`src/logic/lsbd_pkg.sv`:
```
// constants, types and state layout of the lamp sequencer and burst dimmer
// assumes one 40 MHz clock and a single AHB-Lite master in front of the slave
package lsbd_pkg;

  // synchroniser slots, one per asynchronous input
  localparam int SYNC_N = 11;
  localparam int SI_ENABLE = 0;
  localparam int SI_UNDERVOLTAGE_LOCKOUT = 1;
  localparam int SI_LAMP = 2;
  localparam int SI_OV = 3;
  localparam int SI_RAMP = 4;
  localparam int SI_DIMCLK = 5;
  localparam int SI_DM_HI = 6;
  localparam int SI_DM_LO = 7;
  localparam int SI_DV_HI = 8;
  localparam int SI_DV_LO = 9;
  localparam int SI_PWM = 10;

  // sequencing counts, in run-frequency periods
  localparam int TICK_W = 18;
  localparam int unsigned POD_TICKS_DEF = 16384;
  localparam int unsigned STRIKE_LIMIT_DEF = 245760;
  localparam int unsigned RUN_WINDOW_DEF = 8192;
  localparam logic [3:0] IGNITE_CYCLES = 4'h8;
  localparam logic [3:0] RUN_MIN_PULSES = 4'h8;
  localparam logic [3:0] PULSES_PER_STEP_LAST = 4'hF;
  localparam int STEP_W = 10;

  // burst divider
  localparam int BURST_W = 6;
  localparam logic [BURST_W-1:0] DUTY_FULL = 6'h3F;
  localparam logic [4:0] EXT_BASE_DIV = 5'h02;
  localparam logic [4:0] INT_BASE_DIV = 5'h04;

  // register map
  localparam int ADDR_W = 8;
  localparam logic [ADDR_W-1:0] ADDR_CTRL = 8'h00;
  localparam logic [ADDR_W-1:0] ADDR_STATUS = 8'h04;
  localparam logic [2:0] HSIZE_WORD = 3'h2;
  localparam int CTRL_RUN_ALLOW = 0;
  localparam int CTRL_PWM_GATE = 1;
  localparam logic [1:0] CTRL_RESET = 2'h1;
  localparam int ST_STEP_LSB = 0;
  localparam int ST_MODE_LSB = 10;
  localparam int ST_FROZEN = 13;
  localparam int ST_LAMP_LSB = 14;
  localparam int ST_DIM_LSB = 18;
  localparam int ST_REVERSE = 20;
  localparam int ST_BURST = 21;

  typedef enum logic [2:0] {LSBD_OFF, LSBD_POD, LSBD_STRIKE, LSBD_RUN, LSBD_FAULT} lsbd_mode_t;
  typedef enum logic [1:0] {LSBD_DIM_ANALOG, LSBD_DIM_EXT, LSBD_DIM_INT} lsbd_dim_t;

  typedef struct packed {
    logic gate_a;
    logic gate_b;
    logic fault_node;
    logic strike_active;
    logic analog_mode;
    logic reverse;
    logic burst_on;
  } lsbd_drive_t;

  typedef struct packed {
    logic [SYNC_N-1:0] s1;
    logic [SYNC_N-1:0] s2;
    logic [SYNC_N-1:0] s3;
    logic [SYNC_N-1:0] filt;
    logic [SYNC_N-1:0] prev;
    lsbd_mode_t mode;
    logic [TICK_W-1:0] tick_cnt;
    logic [3:0] lamp_cnt;
    logic [STEP_W-1:0] step;
    logic [3:0] step_sub;
    logic frozen;
    logic [3:0] presc;
    logic [BURST_W-1:0] burst_phase;
    lsbd_drive_t drv;
    logic [1:0] ctrl;
    logic wr_pend;
    logic [ADDR_W-1:0] wr_addr;
    logic [31:0] hrdata;
    logic hreadyout;
  } lsbd_state_t;

  localparam lsbd_state_t LSBD_STATE_RST = '{
    s1: '0, s2: '0, s3: '0, filt: '0, prev: '0, mode: LSBD_OFF, tick_cnt: '0, lamp_cnt: '0,
    step: '0, step_sub: '0, frozen: 1'b0, presc: '0, burst_phase: '0, drv: '0,
    ctrl: CTRL_RESET, wr_pend: 1'b0, wr_addr: '0, hrdata: '0, hreadyout: 1'b1};

endpackage : lsbd_pkg

```
`src/logic/lsbd_sequencer.sv`:
```
// lamp sequencer, ignition detector and burst dimmer with AHB-Lite registers
// assumes comparator outputs and tri-state pin decodes arrive asynchronously,
// brightness level comes from a converter on the same clock
//
// What this block does
// - dimming-select picks analog or burst dimming
// - select high: external clock burst, conventional
// - select low: burst from divided run clock
// - polarity pin high conventional, low reverse
// - external clock divided 2/4/8 then 64
// - internal source divides by 4/8/16
// - divider pin high smallest, float middle, low largest
// - external burst: fixed amplitude, duty rises
// - slow brightness PWM gates lamp bursts
// - gates inhibited for 16384 ramp periods
// - power-up or enable starts delay, then strike
// - strike sweeps frequency until overvoltage seen
// - overvoltage freezes frequency until 245760 cycles
// - ignition or timeout removes strike drive
// - eight lamp cycles from strike declares ignition
// - fewer cycles: stay in strike until timeout
// - strike ends after fifteen sweeps without ignition
// - failed ignition or lamp out gives fault
// - run windows of 8192 need eight pulses
// - one strike per supply or enable cycle
// - fault stops gates, drives filter node high
// - undervoltage lockout turns sequencer, gates and fault node off
// - enable low holds state machine reset
//
// The AHB-Lite register port and the register offsets were chosen for this implementation.
`timescale 1ns/100ps
`default_nettype none

module lsbd_sequencer
  import lsbd_pkg::*;
#(
  parameter int unsigned POD_TICKS = POD_TICKS_DEF,
  parameter int unsigned STRIKE_LIMIT = STRIKE_LIMIT_DEF,
  parameter int unsigned RUN_WINDOW = RUN_WINDOW_DEF
)
(
  input wire logic CLOCK,
  input wire logic NRST,
  input wire logic ENABLE,
  input wire logic UNDERVOLTAGE_LOCKOUT,
  input wire logic LAMP_CURRENT_SENSE,
  input wire logic OVERVOLTAGE_SENSE,
  input wire logic RAMP_CLK,
  input wire logic DIM_CLK,
  input wire logic DIM_MODE_HIGH,
  input wire logic DIM_MODE_LOW,
  input wire logic DIV_SEL_HIGH,
  input wire logic DIV_SEL_LOW,
  input wire logic BRIGHTNESS_INPUT,
  input wire logic [BURST_W-1:0] BRIGHTNESS_LEVEL,
  input wire logic HSEL,
  input wire logic [31:0] HADDR,
  input wire logic [1:0] HTRANS,
  input wire logic HWRITE,
  input wire logic [2:0] HSIZE,
  input wire logic [31:0] HWDATA,
  input wire logic HREADY,
  output logic [31:0] HRDATA,
  output logic HREADYOUT,
  output logic HRESP,
  output logic GATE_A,
  output logic GATE_B,
  output logic BRIGHTNESS_FILTER_FAULT_NODE,
  output logic [STEP_W-1:0] STRIKE_FREQ_STEP,
  output logic STRIKE_ACTIVE,
  output logic ANALOG_DIM_MODE,
  output logic REVERSE_POLARITY,
  output logic BURST_ON
);

  localparam logic [TICK_W-1:0] POD_LAST = TICK_W'(POD_TICKS - 1);
  localparam logic [TICK_W-1:0] STRIKE_LAST = TICK_W'(STRIKE_LIMIT - 1);
  localparam logic [TICK_W-1:0] WINDOW_LAST = TICK_W'(RUN_WINDOW - 1);

  logic [1:0] rst_pipe_q;
  logic rst_n;
  lsbd_state_t s_q;
  lsbd_state_t s_d;
  logic [SYNC_N-1:0] pins;
  logic [SYNC_N-1:0] rise;
  logic en_ok;
  logic ramp_tick;
  logic lamp_pulse;
  lsbd_dim_t dim_sel;
  logic [1:0] div_idx;
  logic [4:0] burst_div;
  logic [3:0] presc_last;
  logic burst_src_tick;
  logic reverse;
  logic [BURST_W-1:0] duty;
  logic burst_gate;
  logic [3:0] lamp_next;
  logic ahb_valid;
  logic [31:0] status_word;

  // reset release through two flops
  always_ff @(posedge CLOCK or negedge NRST)
  begin
    if (!NRST)
      rst_pipe_q <= 2'h0;
    else
      rst_pipe_q <= {rst_pipe_q[0], 1'b1};
  end

  assign rst_n = rst_pipe_q[1];

  assign pins = {BRIGHTNESS_INPUT, DIV_SEL_LOW, DIV_SEL_HIGH, DIM_MODE_LOW, DIM_MODE_HIGH, DIM_CLK,
                 RAMP_CLK, OVERVOLTAGE_SENSE, LAMP_CURRENT_SENSE, UNDERVOLTAGE_LOCKOUT, ENABLE};
  assign rise = s_q.filt & ~s_q.prev;

  // lockout or enable low forces the sequencer off
  assign en_ok = s_q.filt[SI_ENABLE] & ~s_q.filt[SI_UNDERVOLTAGE_LOCKOUT] & s_q.ctrl[CTRL_RUN_ALLOW];
  assign ramp_tick = rise[SI_RAMP];
  assign lamp_pulse = rise[SI_LAMP];

  // tri-state dimming-select decode
  always_comb
  begin
    if (s_q.filt[SI_DM_HI] && !s_q.filt[SI_DM_LO])
      dim_sel = LSBD_DIM_EXT;
    else if (!s_q.filt[SI_DM_HI] && s_q.filt[SI_DM_LO])
      dim_sel = LSBD_DIM_INT;
    else
      dim_sel = LSBD_DIM_ANALOG;
  end

  // tri-state divider-select decode
  always_comb
  begin
    if (s_q.filt[SI_DV_HI] && !s_q.filt[SI_DV_LO])
      div_idx = 2'h0;
    else if (!s_q.filt[SI_DV_HI] && s_q.filt[SI_DV_LO])
      div_idx = 2'h2;
    else
      div_idx = 2'h1;
  end

  // burst divisor: external 2/4/8, otherwise 4/8/16
  always_comb
  begin
    if (dim_sel == LSBD_DIM_EXT)
      burst_div = EXT_BASE_DIV << div_idx;
    else
      burst_div = INT_BASE_DIV << div_idx;
  end

  assign presc_last = 4'(burst_div - 5'h01);

  // burst source: external dim clock edges or ramp edges
  always_comb
  begin
    if (dim_sel == LSBD_DIM_EXT)
      burst_src_tick = rise[SI_DIMCLK];
    else
      burst_src_tick = ramp_tick;
  end

  // external burst is always conventional
  assign reverse = (dim_sel != LSBD_DIM_EXT) & ~s_q.filt[SI_DIMCLK];
  // reverse polarity inverts the duty code
  always_comb
  begin
    if (reverse)
      duty = ~BRIGHTNESS_LEVEL;
    else
      duty = BRIGHTNESS_LEVEL;
  end
  assign burst_gate = (dim_sel == LSBD_DIM_ANALOG) | (duty == DUTY_FULL) | (s_q.burst_phase < duty);

  // lamp cycle count saturates at the ignition threshold
  always_comb
  begin
    if (lamp_pulse && s_q.lamp_cnt < IGNITE_CYCLES)
      lamp_next = s_q.lamp_cnt + 4'h1;
    else
      lamp_next = s_q.lamp_cnt;
  end

  // ahb address phase and status view
  assign ahb_valid = HSEL & HTRANS[1] & HREADY & (HSIZE == HSIZE_WORD);

  always_comb
  begin
    status_word = 32'h0000_0000;
    status_word[ST_STEP_LSB +: STEP_W] = s_q.step;
    status_word[ST_MODE_LSB +: 3] = s_q.mode;
    status_word[ST_FROZEN] = s_q.frozen;
    status_word[ST_LAMP_LSB +: 4] = s_q.lamp_cnt;
    status_word[ST_DIM_LSB +: 2] = dim_sel;
    status_word[ST_REVERSE] = reverse;
    status_word[ST_BURST] = s_q.drv.burst_on;
  end

  always_comb
  begin
    s_d = s_q;

    // three-stage synchronisers, a change counts once stages two and three agree
    s_d.s1 = pins;
    s_d.s2 = s_q.s1;
    s_d.s3 = s_q.s2;
    for (int i = 0; i < SYNC_N; i++)
    begin
      if (s_q.s2[i] == s_q.s3[i])
        s_d.filt[i] = s_q.s3[i];
    end
    s_d.prev = s_q.filt;

    // mode state machine
    unique case (s_q.mode)
      LSBD_OFF:
      begin
        s_d.tick_cnt = '0;
        if (en_ok)
          s_d.mode = LSBD_POD;
      end
      LSBD_POD:
      begin
        if (ramp_tick)
        begin
          s_d.tick_cnt = s_q.tick_cnt + TICK_W'(1);
          if (s_q.tick_cnt == POD_LAST)
          begin
            s_d.mode = LSBD_STRIKE;
            s_d.tick_cnt = '0;
            s_d.lamp_cnt = '0;
            s_d.step = '0;
            s_d.step_sub = '0;
            s_d.frozen = 1'b0;
          end
        end
      end
      LSBD_STRIKE:
      begin
        s_d.lamp_cnt = lamp_next;
        if (s_q.filt[SI_OV])
          s_d.frozen = 1'b1;
        if (ramp_tick)
        begin
          s_d.tick_cnt = s_q.tick_cnt + TICK_W'(1);
          if (!s_q.frozen && !s_q.filt[SI_OV])
          begin
            s_d.step_sub = s_q.step_sub + 4'h1;
            if (s_q.step_sub == PULSES_PER_STEP_LAST)
              s_d.step = s_q.step + STEP_W'(1);
          end
        end
        if (lamp_next >= IGNITE_CYCLES)
        begin
          s_d.mode = LSBD_RUN;
          s_d.tick_cnt = '0;
          s_d.lamp_cnt = '0;
          s_d.step = '0;
          s_d.frozen = 1'b0;
        end
        else if (ramp_tick && s_q.tick_cnt == STRIKE_LAST)
        begin
          // strike step returns to rest so the idle step reads zero
          s_d.mode = LSBD_FAULT;
          s_d.step = '0;
          s_d.step_sub = '0;
          s_d.frozen = 1'b0;
        end
      end
      LSBD_RUN:
      begin
        s_d.lamp_cnt = lamp_next;
        if (ramp_tick)
        begin
          s_d.tick_cnt = s_q.tick_cnt + TICK_W'(1);
          if (s_q.tick_cnt == WINDOW_LAST)
          begin
            s_d.tick_cnt = '0;
            s_d.lamp_cnt = '0;
            if (lamp_next < RUN_MIN_PULSES)
              s_d.mode = LSBD_FAULT;
          end
        end
      end
      LSBD_FAULT:
      begin
        // fault holds until enable drops, no strike retry
        s_d.tick_cnt = '0;
      end
    endcase

    // enable low or lockout holds the machine reset
    if (!en_ok)
    begin
      s_d.mode = LSBD_OFF;
      s_d.tick_cnt = '0;
      s_d.lamp_cnt = '0;
      s_d.step = '0;
      s_d.step_sub = '0;
      s_d.frozen = 1'b0;
    end

    // burst ramp: prescale then a 64-step phase
    if (!en_ok)
    begin
      s_d.presc = '0;
      s_d.burst_phase = '0;
    end
    else if (burst_src_tick)
    begin
      if (s_q.presc >= presc_last)
      begin
        s_d.presc = '0;
        s_d.burst_phase = s_q.burst_phase + BURST_W'(1);
      end
      else
        s_d.presc = s_q.presc + 4'h1;
    end

    // gate drive and status pins
    s_d.drv.burst_on = burst_gate & (~s_q.ctrl[CTRL_PWM_GATE] | s_q.filt[SI_PWM]);
    // gates follow the registered mode, so any mode change
    // drops both drives for one clock before the new mode drives
    s_d.drv.strike_active = (s_q.mode == LSBD_STRIKE) && (s_d.mode == LSBD_STRIKE);
    s_d.drv.gate_a = s_d.drv.strike_active | ((s_q.mode == LSBD_RUN) & (s_d.mode == LSBD_RUN)
                     & s_q.drv.burst_on);
    s_d.drv.gate_b = s_d.drv.gate_a & ~s_q.filt[SI_RAMP];
    s_d.drv.gate_a = s_d.drv.gate_a & s_q.filt[SI_RAMP];
    s_d.drv.fault_node = (s_d.mode == LSBD_FAULT);
    s_d.drv.analog_mode = (dim_sel == LSBD_DIM_ANALOG);
    s_d.drv.reverse = reverse;

    // ahb-lite slave, zero wait states, always okay
    s_d.hreadyout = 1'b1;
    s_d.wr_pend = ahb_valid & HWRITE;
    s_d.wr_addr = HADDR[ADDR_W-1:0];
    if (s_q.wr_pend && s_q.wr_addr == ADDR_CTRL)
      s_d.ctrl = HWDATA[1:0];
    if (ahb_valid && !HWRITE)
    begin
      if (HADDR[ADDR_W-1:0] == ADDR_CTRL)
        s_d.hrdata = {30'h0000_0000, s_q.ctrl};
      else if (HADDR[ADDR_W-1:0] == ADDR_STATUS)
        s_d.hrdata = status_word;
      else
        s_d.hrdata = 32'h0000_0000;
    end
  end

  always_ff @(posedge CLOCK or negedge rst_n)
  begin
    if (!rst_n)
      s_q <= LSBD_STATE_RST;
    else
      s_q <= s_d;
  end

  assign HRDATA = s_q.hrdata;
  assign HREADYOUT = s_q.hreadyout;
  assign HRESP = 1'b0;
  assign GATE_A = s_q.drv.gate_a;
  assign GATE_B = s_q.drv.gate_b;
  assign BRIGHTNESS_FILTER_FAULT_NODE = s_q.drv.fault_node;
  assign STRIKE_FREQ_STEP = s_q.step;
  assign STRIKE_ACTIVE = s_q.drv.strike_active;
  assign ANALOG_DIM_MODE = s_q.drv.analog_mode;
  assign REVERSE_POLARITY = s_q.drv.reverse;
  assign BURST_ON = s_q.drv.burst_on;

endmodule : lsbd_sequencer

`default_nettype wire

```
`config.mk`:
```
export PLATFORM = sky130hd
export DESIGN_NAME = lsbd_sequencer
export DESIGN_NICKNAME = d
export VERILOG_FILES = /design/src/logic/lsbd_pkg.sv /design/src/logic/lsbd_sequencer.sv
export SDC_FILE = /design/constraint.sdc
export NUM_CORES = 1
export LEC_CHECK = 0
export ABC_AREA = 1
export BUFFER_PORTS_ARGS = -buffer_cell sky130_fd_sc_hd__buf_2
export CORE_ASPECT_RATIO = 0.8
export CORE_MARGIN = 4
export CORE_UTILIZATION = 36
export DETAILED_ROUTE_END_ITERATION = 8
export PLACE_DENSITY_LB_ADDON = 0.08
export SYNTH_ARGS = -nofsm -noshare
export SYNTH_HDL_FRONTEND = slang
export SYNTH_SLANG_ARGS = --single-unit
```
`constraint.sdc`:
```
create_clock -name CLOCK -period 8.9 [get_ports CLOCK]
set_clock_uncertainty 0.2 [all_clocks]
set_input_delay 0.89 -clock CLOCK [delete_from_list [all_inputs] [get_ports CLOCK]]
set_output_delay 0.89 -clock CLOCK [all_outputs]
set_load 0.01 [all_outputs]
```
==> results by group, run 1 <==
Run status
  – Outcome: finished clean

Global route
  – Initial antenna violation count: 0
  – First-pass GRT wire length: roughly 25 mm
  – Largest net degree at the start of global routing: around 50
  – Grt ovf: 0
  – Number of global-route vias before repair: approximately 4700
  – Gr usage total: 14.7%

Logic synthesis
  – Synth async-reset ratio: 100%
  – Cell count after synthesis: 728
  – YS warnings: 0
  – #FFs+latches synth: roughly 140
  – EDFF count, synth: 0
  – Yosys cell types: 44
  – Top post-synthesis cells by area: dfrtp_1 51%, nand2_1 6.6%, buf_4 5.2%, inv_1 4.5%, ha_1 3.7%
  – Area leader, netlist: dfrtp_1
  – Post-synth top flop: dfrtp_1
  – Synth top area share: 51.1%
  – Post-synthesis sequential area ratio: 51.5%
  – Cell Area, Synth: between 6000 and 7000 um2
  – Synthesized area per cell: 9.29 um2

Timing
  – Slew Limit Fails: 0
  – Setup TNS: 0 ps
  – Hold WS: roughly 30 ps
  – Fin crit share: 34.2%
  – Worst slew pin tran: 844 ps
  – Final hold violation count: 0
  – Final critical-path required period: about 3000 ps
  – Final Setup Violations: 0
  – FMAX: roughly 330 MHz
  – Slew headroom: 43.5%
  – RSZ-0062 raised after global routing: no

Floorplan
  – I/O pin cnt: 142
  – Initial Utilization: ~37%
  – Die ar.: 21000 um2
  – Core Region: ~18000 um2
  – Rows: between 40 and 50
  – Chip height: between 100 and 150 um
  – Chip Width: 161 um

Clock network
  – Reg clk slew, reported paths: 70 ps
  – H-tree levels: 4
  – Clk Latency, worst-skew pair: 430 ps
  – TritonCTS Sinks: 139
  – Cts hold-fix bufs: 0
  – CTS resizes: 0
  – TritonCTS clock tree: done
  – Setup Fix Bufs, Post-CTS: 0
  – CTS Buffer Depth: 2
  – CTS Buf Count: 17
  – CTS root buf: clkbuf_16

Power
  – Power Density: 195 nW/um2
  – Total net switching power: 0.386 mW
  – Combinational Power Share: 6.5%
  – Switch share: 25.6%
  – Power share of the sequential group: approximately 45%
  – Cell-internal power: approximately 1.1 mW
  – Clock group share of total power: between 40% and 50%
  – Static Leak: 3.62 nW
  – VDD IR-drop max: 96.5 uV

Critical path
  – Critical Path End Type: register
  – R2R Setup Slk: slightly below 6000 ps
  – Worst EP required: ~9000 ps
  – CP cell instances: inv_1, ha_1, inv_1, ha_1, o21ai_0, xnor2_1, ha_1, a21o_1, a31oi_1, nand2_1, nand2_4, inv_1, nor3_1
  – Startpoint Class: register
  – Arr. time, crit path: 3180 ps
  – Delay-heaviest family, CP: adder cells
  – Setup CP Type: register to register
  – CP max FO: 10
  – Worst Path Buf+Inv: 3
  – CP max-delay cell: ha_1
  – Critical Path Max Stage Delay: 450 ps

Routing
  – DRT iter0 DRCs: about 330
  – WL final: 14.7 mm
  – Drc violations: 0
  – Via-to-Cell Ratio: 4.70
  – WL per Instance: 14.1 um
  – Final ANT Viol Nets: 0
  – DRT Pass-1 Iters: 5
  – DR vias: 4917

Job
  – Max Cap Viol: 0

Finish
  – Diodes inserted: 0
  – Final net count: 892
  – Post-layout util: 42.3%
  – Area growth from synthesis to layout: 14.3%
  – Layout cells sized above 1: 18.9%

Placed design
  – DP HPWL: around 10 mm
  – # port buffers: 74
  – GP Congestion: 0.879

Worst hold path
  – HP Class: primary input to asynchronous set/reset pin
-- worst register-to-register path: stages (launching register included) --
cell     delay, ps
dfrtp_1        410
inv_1           90
ha_1           450
inv_1           90
ha_1           190
o21ai_0        210
xnor2_1        150
ha_1           260
a21o_1         160
a31oi_1        180
nand2_1        140
nand2_4        140
inv_1           90
nor3_1         210
-- layout make-up --
class                           count  area [um2]
Inverter                           89         334
Multi-Input combinational cell    456        2590
Sequential cell                   139        3480
Timing Repair Buffer               77         393
Fill cell                        1810       10500
Clock inverter                     14         173
Tap cell                          253         317
Clock buffer                       18         439
-- metal layers --
| layer | GRT usage, % | share of wire, % | vias up |
|---|---|---|---|
| li1 | - | - | 2434 |
| met1 | 21.2 | 50 | 2342 |
| met2 | 22.0 | 44 | 127 |
| met3 | 3.48 | 4.9 | 14 |
| met4 | 4.91 | 1.2 | 0 |
| met5 | 0 | 0 | - |
-- cell usage in the layout, fill, tap and decap left out, types with 2 or more instances in the layout --
cell,count
o21a_1,2
nor4_1,4
o21ai_1,15
buf_2,74
xnor2_1,9
inv_6,7
dfrtp_1,137
inv_2,8
a21boi_1,2
ha_1,20
nor2_4,6
o31ai_1,5
clkbuf_16,17
bufinv_16,2
clkinvlp_4,2
o2111ai_1,2
nor3_1,8
conb_1,13
nor2_1,64
inv_1,81
nor2_2,5
buf_4,3
a21oi_1,18
o22ai_1,7
or2_1,2
maj3_1,11
nand4_1,24
nand2_2,6
nand3b_1,2
nor3_2,2
o21ai_0,41
nand3_1,36
a21o_1,2
xor2_1,13
nand3_2,5
mux2_2,2
nand2_4,2
nand2_1,118
a31oi_1,3
-- metrics by stage --
step	instance area, um2	power [mW]	worst slack, ps	instances
finish	7730	1.51	5850	1046
global route	7730	1.58	5570	1046
CTS	7730	1.53	5790	1046
floorplan	6800	0.756	4540	739
global placement	7120	0.784	5880	1014
detailed placement	7120	0.786	5820	1014
-- synth_stat cells, types with 2 or more instances --
master and number:
buf_6 2, nand3_2 5, nor4_1 4, o2111ai_1 2, nand2_1 118, nand3_1 36, a21boi_1 2, nand4_1 24
buf_4 47, a21o_1 2, conb_1 2, a31oi_1 3, nor3_2 2, o21a_1 2, xnor2_1 9, xor2_1 13
inv_1 81, o21ai_1 15, nor2_1 64, maj3_1 11, or2_1 2, nand3b_1 2, inv_2 8, nand2_4 2
nor2_2 5, mux2_2 2, dfrtp_1 138, nand2_2 6, o31ai_1 5, ha_1 20, clkbuf_1 6, o21ai_0 41
o22ai_1 7, nor2_4 6, nor3_1 8, a21oi_1 18
-- cells by family after synthesis --
family | share of synthesized area, %
AOI/OAI and AO/OA | 8.51
muxes | 0.333
and+or+nand+nor | 20.3
xor gates and xnor gates | 2.85
DFF | 51.5
other | 0.111
adders and majority gates | 5.63
buffers and inverters | 10.8
-- flip-flops by register name, summed over array words and instances, names as in the netlist, 2 cells and up --
| name | cells |
|---|---|
| HRDATA | 22 |
| STRIKE_FREQ_STEP | 10 |
| rst_pipe_q | 2 |
| s_d | 33 |
| s_q | 65 |
-- power by group through the flow --
stage / clock network, mW / registers, mW / logic (mW)
after CTS: 0.758 / 0.675 / 0.100
after floorplan: 0 / 0.688 / 0.0683
after global placement: 0 / 0.686 / 0.0978
final: 0.735 / 0.674 / 0.0979
after global routing: 0.787 / 0.678 / 0.112
after detailed placement: 0 / 0.687 / 0.0996
-- path summary, 6_finish.rpt --
path                                     from       endpoint  depth (start not counted)
worst min-delay path                     NRST  rst_pipe_q[1]                          1
worst max-delay path                 s_d[108]        s_q[60]                         13
min in group CLOCK                   s_d[135]       s_d[124]                          0
worst max register to register       s_d[108]        s_q[60]                         13
max in group asynchronous       rst_pipe_q[1]     HRDATA[19]                          2
worst min register to register  rst_pipe_q[1]       s_d[110]                          0
Power figures use the tool's default switching activity.
==> inputs of run 2 (changes only) <==
==> constraint.sdc (replaced) <==
create_clock -name CLOCK -period 3.05 [get_ports CLOCK]
set_clock_uncertainty 0.2 [all_clocks]
set_input_delay 0.305 -clock CLOCK [delete_from_list [all_inputs] [get_ports CLOCK]]
set_output_delay 0.305 -clock CLOCK [all_outputs]
set_load 0.01 [all_outputs]
==> results by group, run 2 (same netlist as run 1, synthesis figures left out) <==
Timing
  – Final hold violation count: 0
  – Slew headroom: 44.7%
  – Final Setup Violations: 0
  – RSZ-0062 raised after global routing: no
  – Setup TNS: 0 ps
  – Fin crit share: roughly 91%
  – Slew Limit Fails: 0
  – Worst slew pin tran: 828 ps
  – Final critical-path required period: about 2800 ps
  – FMAX: 359 MHz

Power
  – VDD IR-drop max: 337 uV
  – Power Density: ~540 nW/um2
  – Power, Total: 4.31 mW
  – Static Leak: 3.76 nW

Floorplan
  – Chip height: 131 um
  – I/O pin cnt: 142
  – Initial Utilization: 37.0%
  – Core Region: 18300 um2
  – Chip Width: 161 um
  – Die ar.: roughly 21000 um2
  – Rows: 44

Finish
  – Most frequent cells in the layout: 137 x dfrtp_1, 118 x nand2_1, 81 x inv_1
  – Diodes inserted: 0
  – Layout Cells excl Fill: 1077
  – Register area: about 3500 um2
  – Final net count: 923
  – Fillers: 1818
  – Area growth from synthesis to layout: 18.6%
  – Layout cells sized above 1: 19.1%
  – Most common cell after layout, fill and taps aside: dfrtp_1
  – Area of the multi-input gates: 2590 um2
  – Largest register FFs: 65
  – Post-layout util: 43.9%
  – Reg with most FFs: s_q

Critical path
  – Reg2reg end: s_q[54]
  – Arr. time, crit path: ~2900 ps
  – R2R depth: 14
  – CP max FO: 10
  – Delay-heaviest family, CP: adder cells
  – Worst r2r src: s_d[108]
  – Critical Path Max Stage Delay: 400 ps
  – CP cell instances: inv_1, ha_2, inv_1, ha_1, o21ai_0, xnor2_1, ha_1, a21o_1, a31oi_1, nand2_1, nand2_4, nor2_1, xor2_1, nor2_1
  – Worst Path Buf+Inv: 2
  – Startpoint Class: register
  – CP max-delay cell: dfrtp_1
  – Critical Path End Type: register
  – Setup CP Type: register to register
  – Worst EP required: 3150 ps
  – R2R Setup Slk: between 200 and 300 ps

Global route
  – Initial antenna violation count: 0
  – First-pass GRT wire length: 25.5 mm
  – Largest net degree at the start of global routing: 61
  – Gr usage total: 15.3%
  – Grt ovf: 0
  – Number of global-route vias before repair: 5020

Clock network
  – TritonCTS clock tree: done
  – H-tree levels: 4
  – CTS Buf Count: 17
  – Clk Latency, worst-skew pair: between 400 and 500 ps
  – Setup Fix Bufs, Post-CTS: 0
  – TritonCTS Sinks: 139
  – CTS root buf: clkbuf_16
  – Reg clk slew, reported paths: 70 ps
  – CTS Buffer Depth: 2

Placed design
  – DP HPWL: 10.7 mm
  – # port buffers: 74
  – GP Congestion: just over 0.8
  – Placed insts: 1020

Run status
  – Outcome: finished clean

Worst hold path
  – HP Class: register to register
  – Beginning of the worst hold path: s_d[137]
  – Hold depth: 0
  – Hold Path End: s_d[126]

Routing
  – Via-to-Cell Ratio: 4.65
  – WL per Instance: 14.0 um
  – Final ANT Viol Nets: 0
  – DRT Pass-1 Iters: 5
  – Drc violations: 0
  – WL final: between 15 and 20 mm
  – DRT iter0 DRCs: 349
  – DR vias: approximately 5000

Job
  – Max Cap Viol: 0
run 2: area by class of cell:
| cell class | count | share of cell area, % |
|---|---|---|
| multi-input combinational | 456 | 32.3 |
| clock buffer | 18 | 5.48 |
| timing repair buffer | 108 | 8.74 |
| inverter | 89 | 4.17 |
| clock inverter | 14 | 1.86 |
| sequential | 139 | 43.5 |
| tap | 253 | 3.95 |
run 2: worst reg2reg max path, stage by stage (launching register included):
cell	delay, ps
dfrtp_1	400
inv_1	90
ha_2	260
inv_1	70
ha_1	170
o21ai_0	200
xnor2_1	140
ha_1	260
a21o_1	160
a31oi_1	190
nand2_1	140
nand2_4	140
nor2_1	60
xor2_1	130
nor2_1	50
run 2: per-layer routing:
| metal | global-route usage (%) | share of wire (%) |
|---|---|---|
| met1 | 21.7 | 51 |
| met2 | 23.4 | 44 |
| met3 | 3.79 | 4.4 |
| met4 | 4.91 | 1.3 |
| met5 | 0 | 0 |
run 2: how the worst max path moves through the flow:
stage | startpoint | endpoint | slack, ps | cells past startpoint
6_report | s_d[108] | s_q[54] | 270 | 14
4_1_cts | s_d[108] | s_q[54] | 190 | 14
3_5_place_dp | s_d[108] | s_q[51] | 220 | 13
2_1_floorplan | s_d[108] | s_q[51] | 340 | 13
5_1_grt | s_d[109] | s_q[51] | 40 | 16
3_3_place_gp | s_d[108] | s_q[54] | 230 | 14
run 2: report_power, final:
group	leakage [nW]	switching (mW)	internal [mW]
sequential	1.79	0.0621	1.91
clock	0.287	0.910	1.11
combinational	1.68	0.187	0.131
run 2: repair_timing:
| action | CTS | global route |
|---|---|---|
| setup endpoints to repair | 0 | 3 |
| hold buffers | 25 | 0 |
| resized for setup | 0 | 1 |
| hold endpoints to repair | 24 | 0 |
run 2: per-stage QoR:
| step | worst slack [ps] | hold slack (ps) | cell area (um2) |
|---|---|---|---|
| floorplan | 337 | -191 | 6800 |
| global placement | 234 | -110 | 7170 |
| detailed placement | 219 | -107 | 7170 |
| CTS | 190 | 150 | 8010 |
| global route | 36.3 | 154 | 8020 |
| finish | 265 | 149 | 8020 |
